--- config.mk ---
export PLATFORM = sky130hd
export DESIGN_NAME = dcl_core
export DESIGN_NICKNAME = d
export VERILOG_FILES = /design/src/core/dcl_pkg.sv /design/src/core/dcl_core.sv
export SDC_FILE = /design/constraint.sdc
export NUM_CORES = 2
export LEC_CHECK = 0
export BUFFER_PORTS_ARGS = -buffer_cell sky130_fd_sc_hd__buf_4
export CAP_MARGIN = 40
export CORE_ASPECT_RATIO = 1.25
export CORE_MARGIN = 2
export CORE_UTILIZATION = 70
export DETAILED_ROUTE_END_ITERATION = 8
export GPL_TIMING_DRIVEN = 0
export PLACE_DENSITY_LB_ADDON = 0.3
export SKIP_CTS_REPAIR_TIMING = 1
export SYNTH_ARGS = -nofsm -noshare
export SYNTH_HDL_FRONTEND = slang
export SYNTH_SLANG_ARGS = --single-unit
--- constraint.sdc ---
create_clock -name core_clk_i -period 221.1 [get_ports core_clk_i]
set_input_delay 44.22 -clock core_clk_i [delete_from_list [all_inputs] [get_ports core_clk_i]]
set_output_delay 44.22 -clock core_clk_i [all_outputs]
set_load 0.1 [all_outputs]
--- src/core/dcl_pkg.sv ---
package dcl_pkg;
  // ---------------------------------------------------------------
  // register offsets
  // ---------------------------------------------------------------
  localparam logic [7:0] DCL_OFS_DEMAND = 8'h00;
  localparam logic [7:0] DCL_OFS_LIMIT  = 8'h04;
  localparam logic [7:0] DCL_OFS_TORQUE = 8'h08;
  localparam logic [7:0] DCL_OFS_KP     = 8'h0C;
  localparam logic [7:0] DCL_OFS_KI     = 8'h10;
  localparam logic [7:0] DCL_OFS_CTRL   = 8'h14;
  localparam logic [7:0] DCL_OFS_STAT   = 8'h18;
  localparam logic [7:0] DCL_OFS_MAXLIM = 8'h1C;
  // ---------------------------------------------------------------
  // field positions and reset values
  // ---------------------------------------------------------------
  localparam int DCL_CTRL_MODE_BIT  = 0;
  localparam int DCL_STAT_LIMIT_BIT = 0;
  localparam int DCL_STAT_SLIP_BIT  = 1;
  localparam int DCL_STAT_MODE_BIT  = 2;
  localparam logic [15:0] DCL_RST_LIMIT  = 16'h00A5;
  localparam logic [15:0] DCL_RST_TORQUE = 16'h0000;
  localparam logic [15:0] DCL_RST_KP     = 16'h0014;
  localparam logic [15:0] DCL_RST_KI     = 16'h0028;
  localparam logic [15:0] DCL_GAIN_MAX   = 16'h00FA;
  localparam logic [15:0] DCL_ABS_CEIL   = 16'h03E8;
  localparam logic [15:0] DCL_PCT_100    = 16'h0064;
  // widen maximum frequency by 20 percent: f*6/5
  localparam int DCL_WIDEN_NUM = 6;
  localparam int DCL_WIDEN_DEN = 5;
  // gain scaling shift for PI terms
  localparam int DCL_GAIN_SHIFT = 8;
endpackage

--- src/core/dcl_core.sv ---
// Implementation choices: the APB interface to the registers and the register addresses.
module dcl_core
  import dcl_pkg::*;
#(
  parameter int W = 16
) (
  // clock and reset
  input  wire logic          core_clk_i,
  input  wire logic          nrst_i,
  // apb
  input  wire logic          psel_i,
  input  wire logic          penable_i,
  input  wire logic          pwrite_i,
  input  wire logic [7:0]    paddr_i,
  input  wire logic [31:0]   pwdata_i,
  output logic      [31:0]   prdata_o,
  output logic               pready_o,
  output logic               pslverr_o,
  // loop inputs
  input  wire logic          tick_i,
  input  wire logic          drive_idle_i,
  input  wire logic signed [W-1:0] active_pct_i,
  input  wire logic signed [W-1:0] ramp_freq_i,
  input  wire logic [W-1:0]  max_freq_i,
  input  wire logic [W-1:0]  rated_freq_i,
  input  wire logic [W-1:0]  volt_lim_freq_i,
  input  wire logic [W-1:0]  max_limit_i,
  // loop outputs
  output logic signed [W-1:0] out_freq_o,
  output logic               limit_active_o,
  output logic               slip_comp_en_o
);
  import dcl_pkg::*;

  // ---------------------------------------------------------------
  // registers
  // ---------------------------------------------------------------
  logic [W-1:0]        limit_reg;
  logic signed [W-1:0] torque_reg;
  logic [W-1:0]        kp_reg;
  logic [W-1:0]        ki_reg;
  logic                mode_req_reg;
  logic                mode_reg;
  logic signed [W-1:0] demand_reg;
  logic signed [W-1:0] freq_reg;
  logic signed [31:0]  integ_reg;
  logic                limit_reg_act;
  logic                slip_req_reg;

  logic                wr_en;
  logic                rd_en;
  logic [W-1:0]        eff_max;
  logic [W-1:0]        eff_limit;
  logic signed [W-1:0] wdata_s;
  logic [W-1:0]        wdata_u;

  assign wr_en    = psel_i & penable_i & pwrite_i;
  assign rd_en    = psel_i & penable_i & ~pwrite_i;
  assign pready_o = 1'b1;
  assign wdata_s  = pwdata_i[W-1:0];
  assign wdata_u  = pwdata_i[W-1:0];

  // maximum limit supplied as 100*Idrv*sqrt(1.25+pf^2)/(Imot*pf), capped
  assign eff_max   = (max_limit_i > DCL_ABS_CEIL) ? DCL_ABS_CEIL : max_limit_i;
  assign eff_limit = (limit_reg > eff_max) ? eff_max : limit_reg;

  // ---------------------------------------------------------------
  // register writes
  // ---------------------------------------------------------------
  always_ff @(posedge core_clk_i or negedge nrst_i) begin
    if (!nrst_i) begin
      limit_reg <= DCL_RST_LIMIT;
    end else if (wr_en && paddr_i == DCL_OFS_LIMIT) begin
      limit_reg <= (wdata_u > eff_max) ? eff_max : wdata_u;
    end
  end

  always_ff @(posedge core_clk_i or negedge nrst_i) begin
    if (!nrst_i) begin
      torque_reg <= DCL_RST_TORQUE;
    end else if (wr_en && paddr_i == DCL_OFS_TORQUE) begin
      if (wdata_s > $signed({1'b0, eff_max[W-2:0]})) begin
        torque_reg <= $signed({1'b0, eff_max[W-2:0]});
      end else if (wdata_s < -$signed({1'b0, eff_max[W-2:0]})) begin
        torque_reg <= -$signed({1'b0, eff_max[W-2:0]});
      end else begin
        torque_reg <= wdata_s;
      end
    end
  end

  always_ff @(posedge core_clk_i or negedge nrst_i) begin
    if (!nrst_i) begin
      kp_reg <= DCL_RST_KP;
      ki_reg <= DCL_RST_KI;
    end else if (wr_en) begin
      if (paddr_i == DCL_OFS_KP) begin
        kp_reg <= (wdata_u > DCL_GAIN_MAX) ? DCL_GAIN_MAX : wdata_u;
      end
      if (paddr_i == DCL_OFS_KI) begin
        ki_reg <= (wdata_u > DCL_GAIN_MAX) ? DCL_GAIN_MAX : wdata_u;
      end
    end
  end

  always_ff @(posedge core_clk_i or negedge nrst_i) begin
    if (!nrst_i) begin
      mode_req_reg <= 1'b0;
      slip_req_reg <= 1'b1;
    end else if (wr_en && paddr_i == DCL_OFS_CTRL) begin
      mode_req_reg <= pwdata_i[DCL_CTRL_MODE_BIT];
      slip_req_reg <= pwdata_i[DCL_STAT_SLIP_BIT];
    end
  end

  // requested mode is adopted only while the drive is idle
  always_ff @(posedge core_clk_i or negedge nrst_i) begin
    if (!nrst_i) begin
      mode_reg <= 1'b0;
    end else if (drive_idle_i) begin
      mode_reg <= mode_req_reg;
    end
  end

  assign slip_comp_en_o = slip_req_reg & ~mode_reg;

  // ---------------------------------------------------------------
  // current demand
  // ---------------------------------------------------------------
  logic signed [W-1:0] demand_raw;
  logic signed [31:0]  fw_prod;
  logic [W-1:0]        abs_freq;

  assign abs_freq = freq_reg[W-1] ? W'(-freq_reg) : W'(freq_reg);
  assign fw_prod  = (rated_freq_i == '0) ? 32'(torque_reg)
                  : (32'(torque_reg) * $signed({16'h0000, abs_freq}))
                    / $signed({16'h0000, rated_freq_i});

  always_comb begin
    if (abs_freq <= volt_lim_freq_i) begin
      demand_raw = torque_reg;
    end else begin
      demand_raw = W'(fw_prod);
    end
  end

  always_ff @(posedge core_clk_i or negedge nrst_i) begin
    if (!nrst_i) begin
      demand_reg <= '0;
    end else if (tick_i) begin
      if (demand_raw > $signed({1'b0, eff_limit[W-2:0]})) begin
        demand_reg <= $signed({1'b0, eff_limit[W-2:0]});
      end else if (demand_raw < -$signed({1'b0, eff_limit[W-2:0]})) begin
        demand_reg <= -$signed({1'b0, eff_limit[W-2:0]});
      end else begin
        demand_reg <= demand_raw;
      end
    end
  end

  // ---------------------------------------------------------------
  // pi controller
  // ---------------------------------------------------------------
  logic signed [31:0] err;
  logic signed [31:0] lim_s;
  logic signed [31:0] fmax_w;
  logic signed [31:0] integ_next;
  logic signed [31:0] pterm;
  logic signed [31:0] pi_out;
  logic signed [31:0] freq_next;
  logic               over;

  assign lim_s  = $signed({16'h0000, eff_limit});
  assign fmax_w = $signed({16'h0000, max_freq_i}) * DCL_WIDEN_NUM / DCL_WIDEN_DEN;

  always_comb begin
    err  = '0;
    over = 1'b0;
    if (mode_reg) begin
      err = 32'(demand_reg) - 32'(active_pct_i);
    end else if (32'(active_pct_i) > lim_s) begin
      err  = lim_s - 32'(active_pct_i);
      over = 1'b1;
    end else if (32'(active_pct_i) < -lim_s) begin
      err  = -lim_s - 32'(active_pct_i);
      over = 1'b1;
    end
  end

  always_comb begin
    integ_next = integ_reg + ((err * $signed({16'h0000, ki_reg})) >>> DCL_GAIN_SHIFT);
    if (!mode_reg && !over) begin
      integ_next = '0;
    end
    if (integ_next > fmax_w) begin
      integ_next = fmax_w;
    end else if (integ_next < -fmax_w) begin
      integ_next = -fmax_w;
    end
    pterm  = (err * $signed({16'h0000, kp_reg})) >>> DCL_GAIN_SHIFT;
    pi_out = integ_next + pterm;
    if (mode_reg) begin
      freq_next = pi_out;
    end else begin
      freq_next = 32'(ramp_freq_i) + pi_out;
    end
    if (freq_next > fmax_w) begin
      freq_next = fmax_w;
    end else if (freq_next < -fmax_w) begin
      freq_next = -fmax_w;
    end
  end

  always_ff @(posedge core_clk_i or negedge nrst_i) begin
    if (!nrst_i) begin
      integ_reg     <= '0;
      freq_reg      <= '0;
      limit_reg_act <= 1'b0;
    end else if (tick_i) begin
      integ_reg     <= integ_next;
      freq_reg      <= W'(freq_next);
      limit_reg_act <= over;
    end
  end

  assign out_freq_o     = freq_reg;
  assign limit_active_o = limit_reg_act;

  // ---------------------------------------------------------------
  // read mux
  // ---------------------------------------------------------------
  always_comb begin
    prdata_o  = 32'h0000_0000;
    pslverr_o = 1'b0;
    if (rd_en) begin
      unique case (paddr_i)
        DCL_OFS_DEMAND: prdata_o = {{16{demand_reg[W-1]}}, demand_reg};
        DCL_OFS_LIMIT:  prdata_o = {16'h0000, limit_reg};
        DCL_OFS_TORQUE: prdata_o = {{16{torque_reg[W-1]}}, torque_reg};
        DCL_OFS_KP:     prdata_o = {16'h0000, kp_reg};
        DCL_OFS_KI:     prdata_o = {16'h0000, ki_reg};
        DCL_OFS_CTRL:   prdata_o = {30'h0, slip_req_reg, mode_req_reg};
        DCL_OFS_STAT:   prdata_o = {29'h0, mode_reg, slip_comp_en_o, limit_reg_act};
        DCL_OFS_MAXLIM: prdata_o = {16'h0000, eff_max};
        default:        pslverr_o = 1'b1;
      endcase
    end
  end

  // ---------------------------------------------------------------
  // assertions
  // ---------------------------------------------------------------
  property p_lim_reset;
    @(posedge core_clk_i) $rose(nrst_i) |-> limit_reg == DCL_RST_LIMIT;
  endproperty
  a_lim_reset: assert property (p_lim_reset) else $error("limit reset value wrong");

  property p_lim_ceil;
    @(posedge core_clk_i) disable iff (!nrst_i) eff_limit <= DCL_ABS_CEIL;
  endproperty
  a_lim_ceil: assert property (p_lim_ceil) else $error("limit above ceiling");

  property p_kp_max;
    @(posedge core_clk_i) disable iff (!nrst_i) kp_reg <= DCL_GAIN_MAX && ki_reg <= DCL_GAIN_MAX;
  endproperty
  a_kp_max: assert property (p_kp_max) else $error("gain above range");

  property p_mode_idle;
    @(posedge core_clk_i) disable iff (!nrst_i) !drive_idle_i |=> $stable(mode_reg);
  endproperty
  a_mode_idle: assert property (p_mode_idle) else $error("mode changed while running");

  property p_slip_off;
    @(posedge core_clk_i) disable iff (!nrst_i) mode_reg |-> !slip_comp_en_o;
  endproperty
  a_slip_off: assert property (p_slip_off) else $error("slip comp on in torque mode");

  property p_freq_clamp;
    @(posedge core_clk_i) disable iff (!nrst_i)
      tick_i |=> (32'(freq_reg) <= $past(fmax_w)) && (32'(freq_reg) >= -$past(fmax_w));
  endproperty
  a_freq_clamp: assert property (p_freq_clamp) else $error("frequency outside clamp");

  property p_demand_lim;
    @(posedge core_clk_i) disable iff (!nrst_i)
      tick_i |=> 32'(demand_reg) <= $past(lim_s) && 32'(demand_reg) >= -$past(lim_s);
  endproperty
  a_demand_lim: assert property (p_demand_lim) else $error("demand above limit");

  property p_no_trim;
    @(posedge core_clk_i) disable iff (!nrst_i)
      (tick_i && !mode_reg && !over && 32'(ramp_freq_i) <= fmax_w && 32'(ramp_freq_i) >= -fmax_w)
      |=> freq_reg == $past(ramp_freq_i);
  endproperty
  a_no_trim: assert property (p_no_trim) else $error("frequency trimmed within limit");

  property p_motor_down;
    @(posedge core_clk_i) disable iff (!nrst_i)
      (tick_i && !mode_reg && 32'(active_pct_i) > lim_s) |-> err < 0;
  endproperty
  a_motor_down: assert property (p_motor_down) else $error("motoring correction wrong sign");

  property p_regen_up;
    @(posedge core_clk_i) disable iff (!nrst_i)
      (tick_i && !mode_reg && 32'(active_pct_i) < -lim_s) |-> err > 0;
  endproperty
  a_regen_up: assert property (p_regen_up) else $error("regen correction wrong sign");

  property p_integ_sat;
    @(posedge core_clk_i) disable iff (!nrst_i)
      tick_i |=> (integ_reg <= $past(fmax_w)) && (integ_reg >= -$past(fmax_w));
  endproperty
  a_integ_sat: assert property (p_integ_sat) else $error("integrator outside clamp");

  c_limit: cover property (@(posedge core_clk_i) disable iff (!nrst_i) tick_i && over);
  c_torque: cover property (@(posedge core_clk_i) disable iff (!nrst_i) tick_i && mode_reg);
  c_fw: cover property (@(posedge core_clk_i) disable iff (!nrst_i) abs_freq > volt_lim_freq_i);
  c_regen: cover property (@(posedge core_clk_i) disable iff (!nrst_i) tick_i && over && err > 0);
endmodule

Word level (Yosys, flattened, before mapping)
Index checks and enable logic that the tools add are counted.
{"block": "totals", "wordCells": 94, "in_bits": 143, "reg_bits": 132, "output_inout_bits": 52}
{"block": "classes", "n_lt_le_gt_ge": 15, "mux": 27, "add_sub_neg": 11, "bitwise": 6, "n_div": 2, "reduce_logical": 11, "n_eq_ne": 7, "n_mul": 4}
{"operator": "32-bit two-way mux", "n": 8}
{"operator": "32-bit one-hot mux with 8 select lines", "n": 1}
{"operator": "16-bit two-way mux", "n": 13}
{"operator": "32-bit by 24-bit adder with 32-bit output", "n": 2}
{"operator": "16-bit greater-than comparator", "n": 4}
{"operator": "32-bit greater-than comparator", "n": 2}
{"operator": "32-bit less-than comparator", "n": 2}
{"operator": "32-bit by 17-bit multiplier with 32-bit output", "n": 2}
{"operator": "16-bit by 32-bit adder with 32-bit output", "n": 1}
{"operator": "32-bit by 17-bit divider with 32-bit output", "n": 1}
{"operator": "32-bit by 4-bit divider with 32-bit output, second input constant", "n": 1}
{"operator": "8-bit by 5-bit == test with 1-bit output, second input constant", "n": 4}
{"operator": "16-bit less-than comparator", "n": 2}
{"operator": "16-bit by 32-bit less-than comparator with 1-bit output", "n": 1}
{"operator": "16-bit by 17-bit multiplier with 32-bit output", "n": 1}
{"operator": "15-bit negator with 16-bit output", "n": 2}
{"operator": "16-bit negator with 32-bit output", "n": 1}
{"operator": "32-bit negator", "n": 1}
{"operator": "32-bit by 16-bit subtractor with 32-bit output", "n": 1}
{"operator": "16-bit by 2-bit multiplier with 18-bit output, second input constant", "n": 1}
{"operator": "17-bit by 16-bit subtractor with 18-bit output", "n": 1}
{"operator": "16-bit by 17-bit greater-than comparator with 1-bit output", "n": 1}
{"operator": "16-bit by 16-bit subtractor with 17-bit output", "n": 1}
{"operator": "8-bit by 4-bit == test with 1-bit output, second input constant", "n": 2}
{"operator": "14 further kinds", "n": 27}

Logic depth before layout (Yosys ltp)
{"block": "depth", "ltp_word": 21, "ltp_mapped": 632, "depth_no_buf": 587}

Worst setup path before layout
No wires, ideal clock.
{"block": "synth_timing", "path_kind": "input port to flip-flop", "from": "input port rated_freq_i[12]", "to": "register demand_reg[10]", "path_buffers": 47, "slack_ns": 68.580, "arrival_time_ns": 152.394, "stages": 588, "cell_sequence": "inv_1 -> nand2_1 -> nor3_1 -> nand2_2 -> nor3_1 -> nand3_1 -> nor3_1 -> a22oi_1 -> ha_1 -> o21ai_0 -> a21oi_1 -> a31oi_1 -> nor2_1 -> nor4b_1 -> o2111ai_2 -> or2b_2 -> ha_1 -> o21ai_0 -> [... 552 more ...] -> o21ai_0 -> nand2b_1 -> a21oi_1 -> nor2b_1 -> o21ai_0 -> nand2b_1 -> a21oi_1 -> nor2b_1 -> o21ai_0 -> nand2b_1 -> a21oi_1 -> nor2_1 -> nor2_1 -> nand3_1 -> o21ai_0 -> clkinv_1 -> mux2_2 -> a221o_2"}
{"block": "synth_via", "elab_chain_len": 6}
{"element": "start, declared", "line_no": "dcl_core.sv:25", "rtl": "input wire logic [W-1:0] rated_freq_i,"}
{"element": "32-bit by 17-bit divider with 32-bit output / 16-bit zero test (equally long branches)", "line_no": "dcl_core.sv:137, dcl_core.sv:135"}
{"element": "16-bit two-way mux *", "line_no": "dcl_core.sv:135", "rtl": "assign fw_prod = (rated_freq_i == '0) ? 32'(torque_reg)"}
{"element": "16-bit two-way mux *", "line_no": "dcl_core.sv:140", "rtl": "if (abs_freq <= volt_lim_freq_i) begin"}
{"element": "16-bit less-than comparator", "line_no": "dcl_core.sv:153", "rtl": "end else if (demand_raw < -$signed({1'b0, eff_limit[W-2:0]})) begin"}
{"element": "16-bit two-way mux", "line_no": "dcl_core.sv:153"}
{"element": "16-bit two-way mux *", "line_no": "dcl_core.sv:151", "rtl": "if (demand_raw > $signed({1'b0, eff_limit[W-2:0]})) begin"}
{"element": "end signal, assigned", "line_no": "dcl_core.sv:152", "rtl": "demand_reg <= $signed({1'b0, eff_limit[W-2:0]});"}
{"element": "end signal, assigned", "line_no": "dcl_core.sv:154", "rtl": "demand_reg <= -$signed({1'b0, eff_limit[W-2:0]});"}
{"element": "end signal, assigned", "line_no": "dcl_core.sv:156", "rtl": "demand_reg <= demand_raw;"}
{"element": "end, declared", "line_no": "dcl_core.sv:44", "rtl": "logic signed [W-1:0] demand_reg;"}
Every way passes the cells marked *; elsewhere a longest branch is shown, timed or not.
A chain may end at the register's enable or synchronous reset.

Worst setup path in the final report
{"block": "layout_timing", "from": "input port rated_freq_i[15]", "to": "register demand_reg[7]"}
The elaborated chain is that of the path after synthesis.

==> impl_metrics.py <==
metrics = {
    "clocking": {
        "root_buffer": "clkbuf_16",
        "numCtsBuffers": 17,
        "numClockSinks": 132,
        "clk_latency_ns": 0.51,
        "htreeDepth": 4,
        "clk_pin_slew_ns": 0.07,
        "clockBufferDepth": 2,
        "cts_tree": "yes",
    },
    "synthesis": {
        "syn_area_um2": 81380,
        "ys_types": 188,
        "synth_top_area_frac": 0.1980,
        "synth.area.top_cells": "fa_1 (20%), ha_1 (16%), nand2_1 (6.0%), inv_1 (5.7%), xnor2_1 (3.8%)",
        "synth_seq_cells": 132,
        "synth_ff_type": "dfrtp_1",
        "synth-seq-area-share": 0.04073,
        "postSynthCellCount": 10540,
        "yosys_warnings": 0,
        "synth.largest_area_cell": "fa_1",
        "synthArstFlopShare": 1.000,
        "postSynthAreaPerCell_um2": 7.721,
        "synth_most_common_cell": "nand2_1",
        "synth_common_cells": "nand2_1 (1300), inv_1 (1238), ha_1 (1045)",
        "synth_edf_count": 0,
    },
    "timing": {
        "finalCriticalPeriod_ns": 174.41,
        "max_slew_margin": 0.2767,
        "finalWorstSetupSlack_ns": 46.69,
        "fin_skew_ns": 0.01792,
        "tightest_slew_ns": 1.085,
        "finalHoldViolCount": 0,
        "period_share": 0.7888,
        "rsz0062_at_grt": "false",
        "setup_violations": 0,
        "drv_slew": 0,
        "timing.setup.tns_ns": 0,
        "fmax_mhz": 5.733,
    },
    "grt": {
        "grt_max_degree": 78,
        "grt_pass1_wl_um": 439800,
        "track_usage": 0.4712,
        "antenna_found_initial": 21,
        "grt_overflow_total": 0,
        "first_global_vias": 82810,
    },
    "status": {
        "status": "completed",
    },
    "route": {
        "drt_wl_total_um": 283100,
        "num_vias": 82070,
        "wl_per_cell_um": 22.84,
        "drtIter0Drc": 7263,
        "final_antenna_net_count": 0,
        "drtPass1Iterations": 9,
        "drc": 0,
        "avgViaCountPerCell": 6.622,
    },
    "die": {
        "dieArea_um2": 119000,
        "num_rows": 139,
        "core-area_um2": 115100,
        "die_y_um": 385.2,
        "die_w_um": 309.0,
        "start_util": 0.7069,
        "io_pins": 195,
    },
    "setup_path": {
        "worst-path-max-fanout": 10,
        "critPathSlowestCell": "nor3_1",
        "cpPeakStageDelay_ns": 0.78,
        "cp.required_ns": 221.52,
        "crit_path_start_kind": "input port",
        "endpoint_kind": "register",
        "crit_arrival_ns": 174.84,
        "critical_path_class": "in2reg",
        "worst_path_most_repeated_cell": "o21a_1",
    },
    "placed_design": {
        "port_buffers": 173,
        "gp_congestion": 1.045,
        "dp_hpwl_um": 233200,
        "dp_slack_ns": 49.01,
    },
    "cells_and_area": {
        "drive_above_1_share": 0.08722,
        "area_delta_synth_final_pct": 5.961,
        "nets": 12820,
        "largest_reg_flops": 32,
    },
    "flow_run": {
        "drv_cap": 0,
    },
    "hold_path": {
        "hp-class": "reg2reg",
    },
}
-- kinds of logic after synthesis --
group | count (synthesis) | share of synthesized area
compound gates | 2429 | 0.2066
xor+xnor | 490 | 0.05387
fa+ha+maj | 1852 | 0.3589
buf+inv | 1718 | 0.08836
flops | 132 | 0.04073
mux | 213 | 0.02852
other cells | 1 | 0.00004608
simple gates | 3705 | 0.2230
-- layer usage --
layer | global-route usage | part of all wire | vias to the layer above
met3 | 0.1205 | 0.10 | 1691
met5 | 0 | 0.00046 | -
met1 | 0.5119 | 0.34 | 38890
li1 | - | - | 36800
met2 | 0.7595 | 0.45 | 4674
met4 | 0.4204 | 0.11 | 22
-- cell type report --
type	instances	area, µm²
multi-input combinational	8702	70930
fill	9120	28900
inverter	1251	4700
sequential	132	3314
buffer	467	2491
timing repair buffer	251	2253
tap	1551	1941
clock buffer	17	425.4
clock inverter	15	160.2
antenna	8	20.02
-- worst max-delay path: cells and delay by family --
family          cells  cell delay, ns
buf+inv            62           16.87
compound gates    366           77.12
xor+xnor            1            0.53
mux                 9            2.56
simple gates      106           23.20
fa+ha+maj          33           10.06
-- path summary, 6_finish.rpt --
check	start	end	slack, ns	cells after the start
max	rated_freq_i[15]	demand_reg[7]$_DFFE_PN0P_	46.69	577
min	limit_reg[5]$_DFFE_PN1P_	limit_reg[5]$_DFFE_PN1P_	0.52	2
max reg2reg	out_freq_o[0]$_DFFE_PN0P_	demand_reg[7]$_DFFE_PN0P_	81.96	602
min reg2reg	limit_reg[5]$_DFFE_PN1P_	limit_reg[5]$_DFFE_PN1P_	0.52	2
max in group asynchronous	nrst_i	integ_reg[26]$_DFFE_PN0P_	176.47	2
min in group asynchronous	nrst_i	ki_reg[11]$_DFFE_PN0P_	43.73	1
-- metrics by stage --
step	instances	utilization	hold slack, ns	instance area [µm²]
final	12390	0.7490	0.5157	86230
after detailed placement	12350	0.7428	0.5029	85520
after global routing	12390	0.7488	0.5304	86220
after floorplan	10550	-	0.4612	81430
after global placement	12280	0.7354	0.4924	84670
after CTS	12380	0.7479	0.5133	86110
-- cells in the final DEF, fill, tap and decap left out, types with 96 or more instances in the layout --
cell type	count
mux2_2	135
nor3_1	434
xnor2_1	356
dfrtp_1	123
nand4_1	96
ha_1	1045
o31ai_1	192
buf_4	227
a21oi_1	513
o21ai_0	437
and2_1	393
nand3_1	153
o21a_1	361
nor2_1	687
xor2_1	124
a21o_1	137
fa_1	805
nand2_1	1300
clkbuf_1	322
inv_1	1238
Power is left out: the tool's default activity adds up to more than one toggle a clock period on the data nets, which glitch-free logic cannot reach.
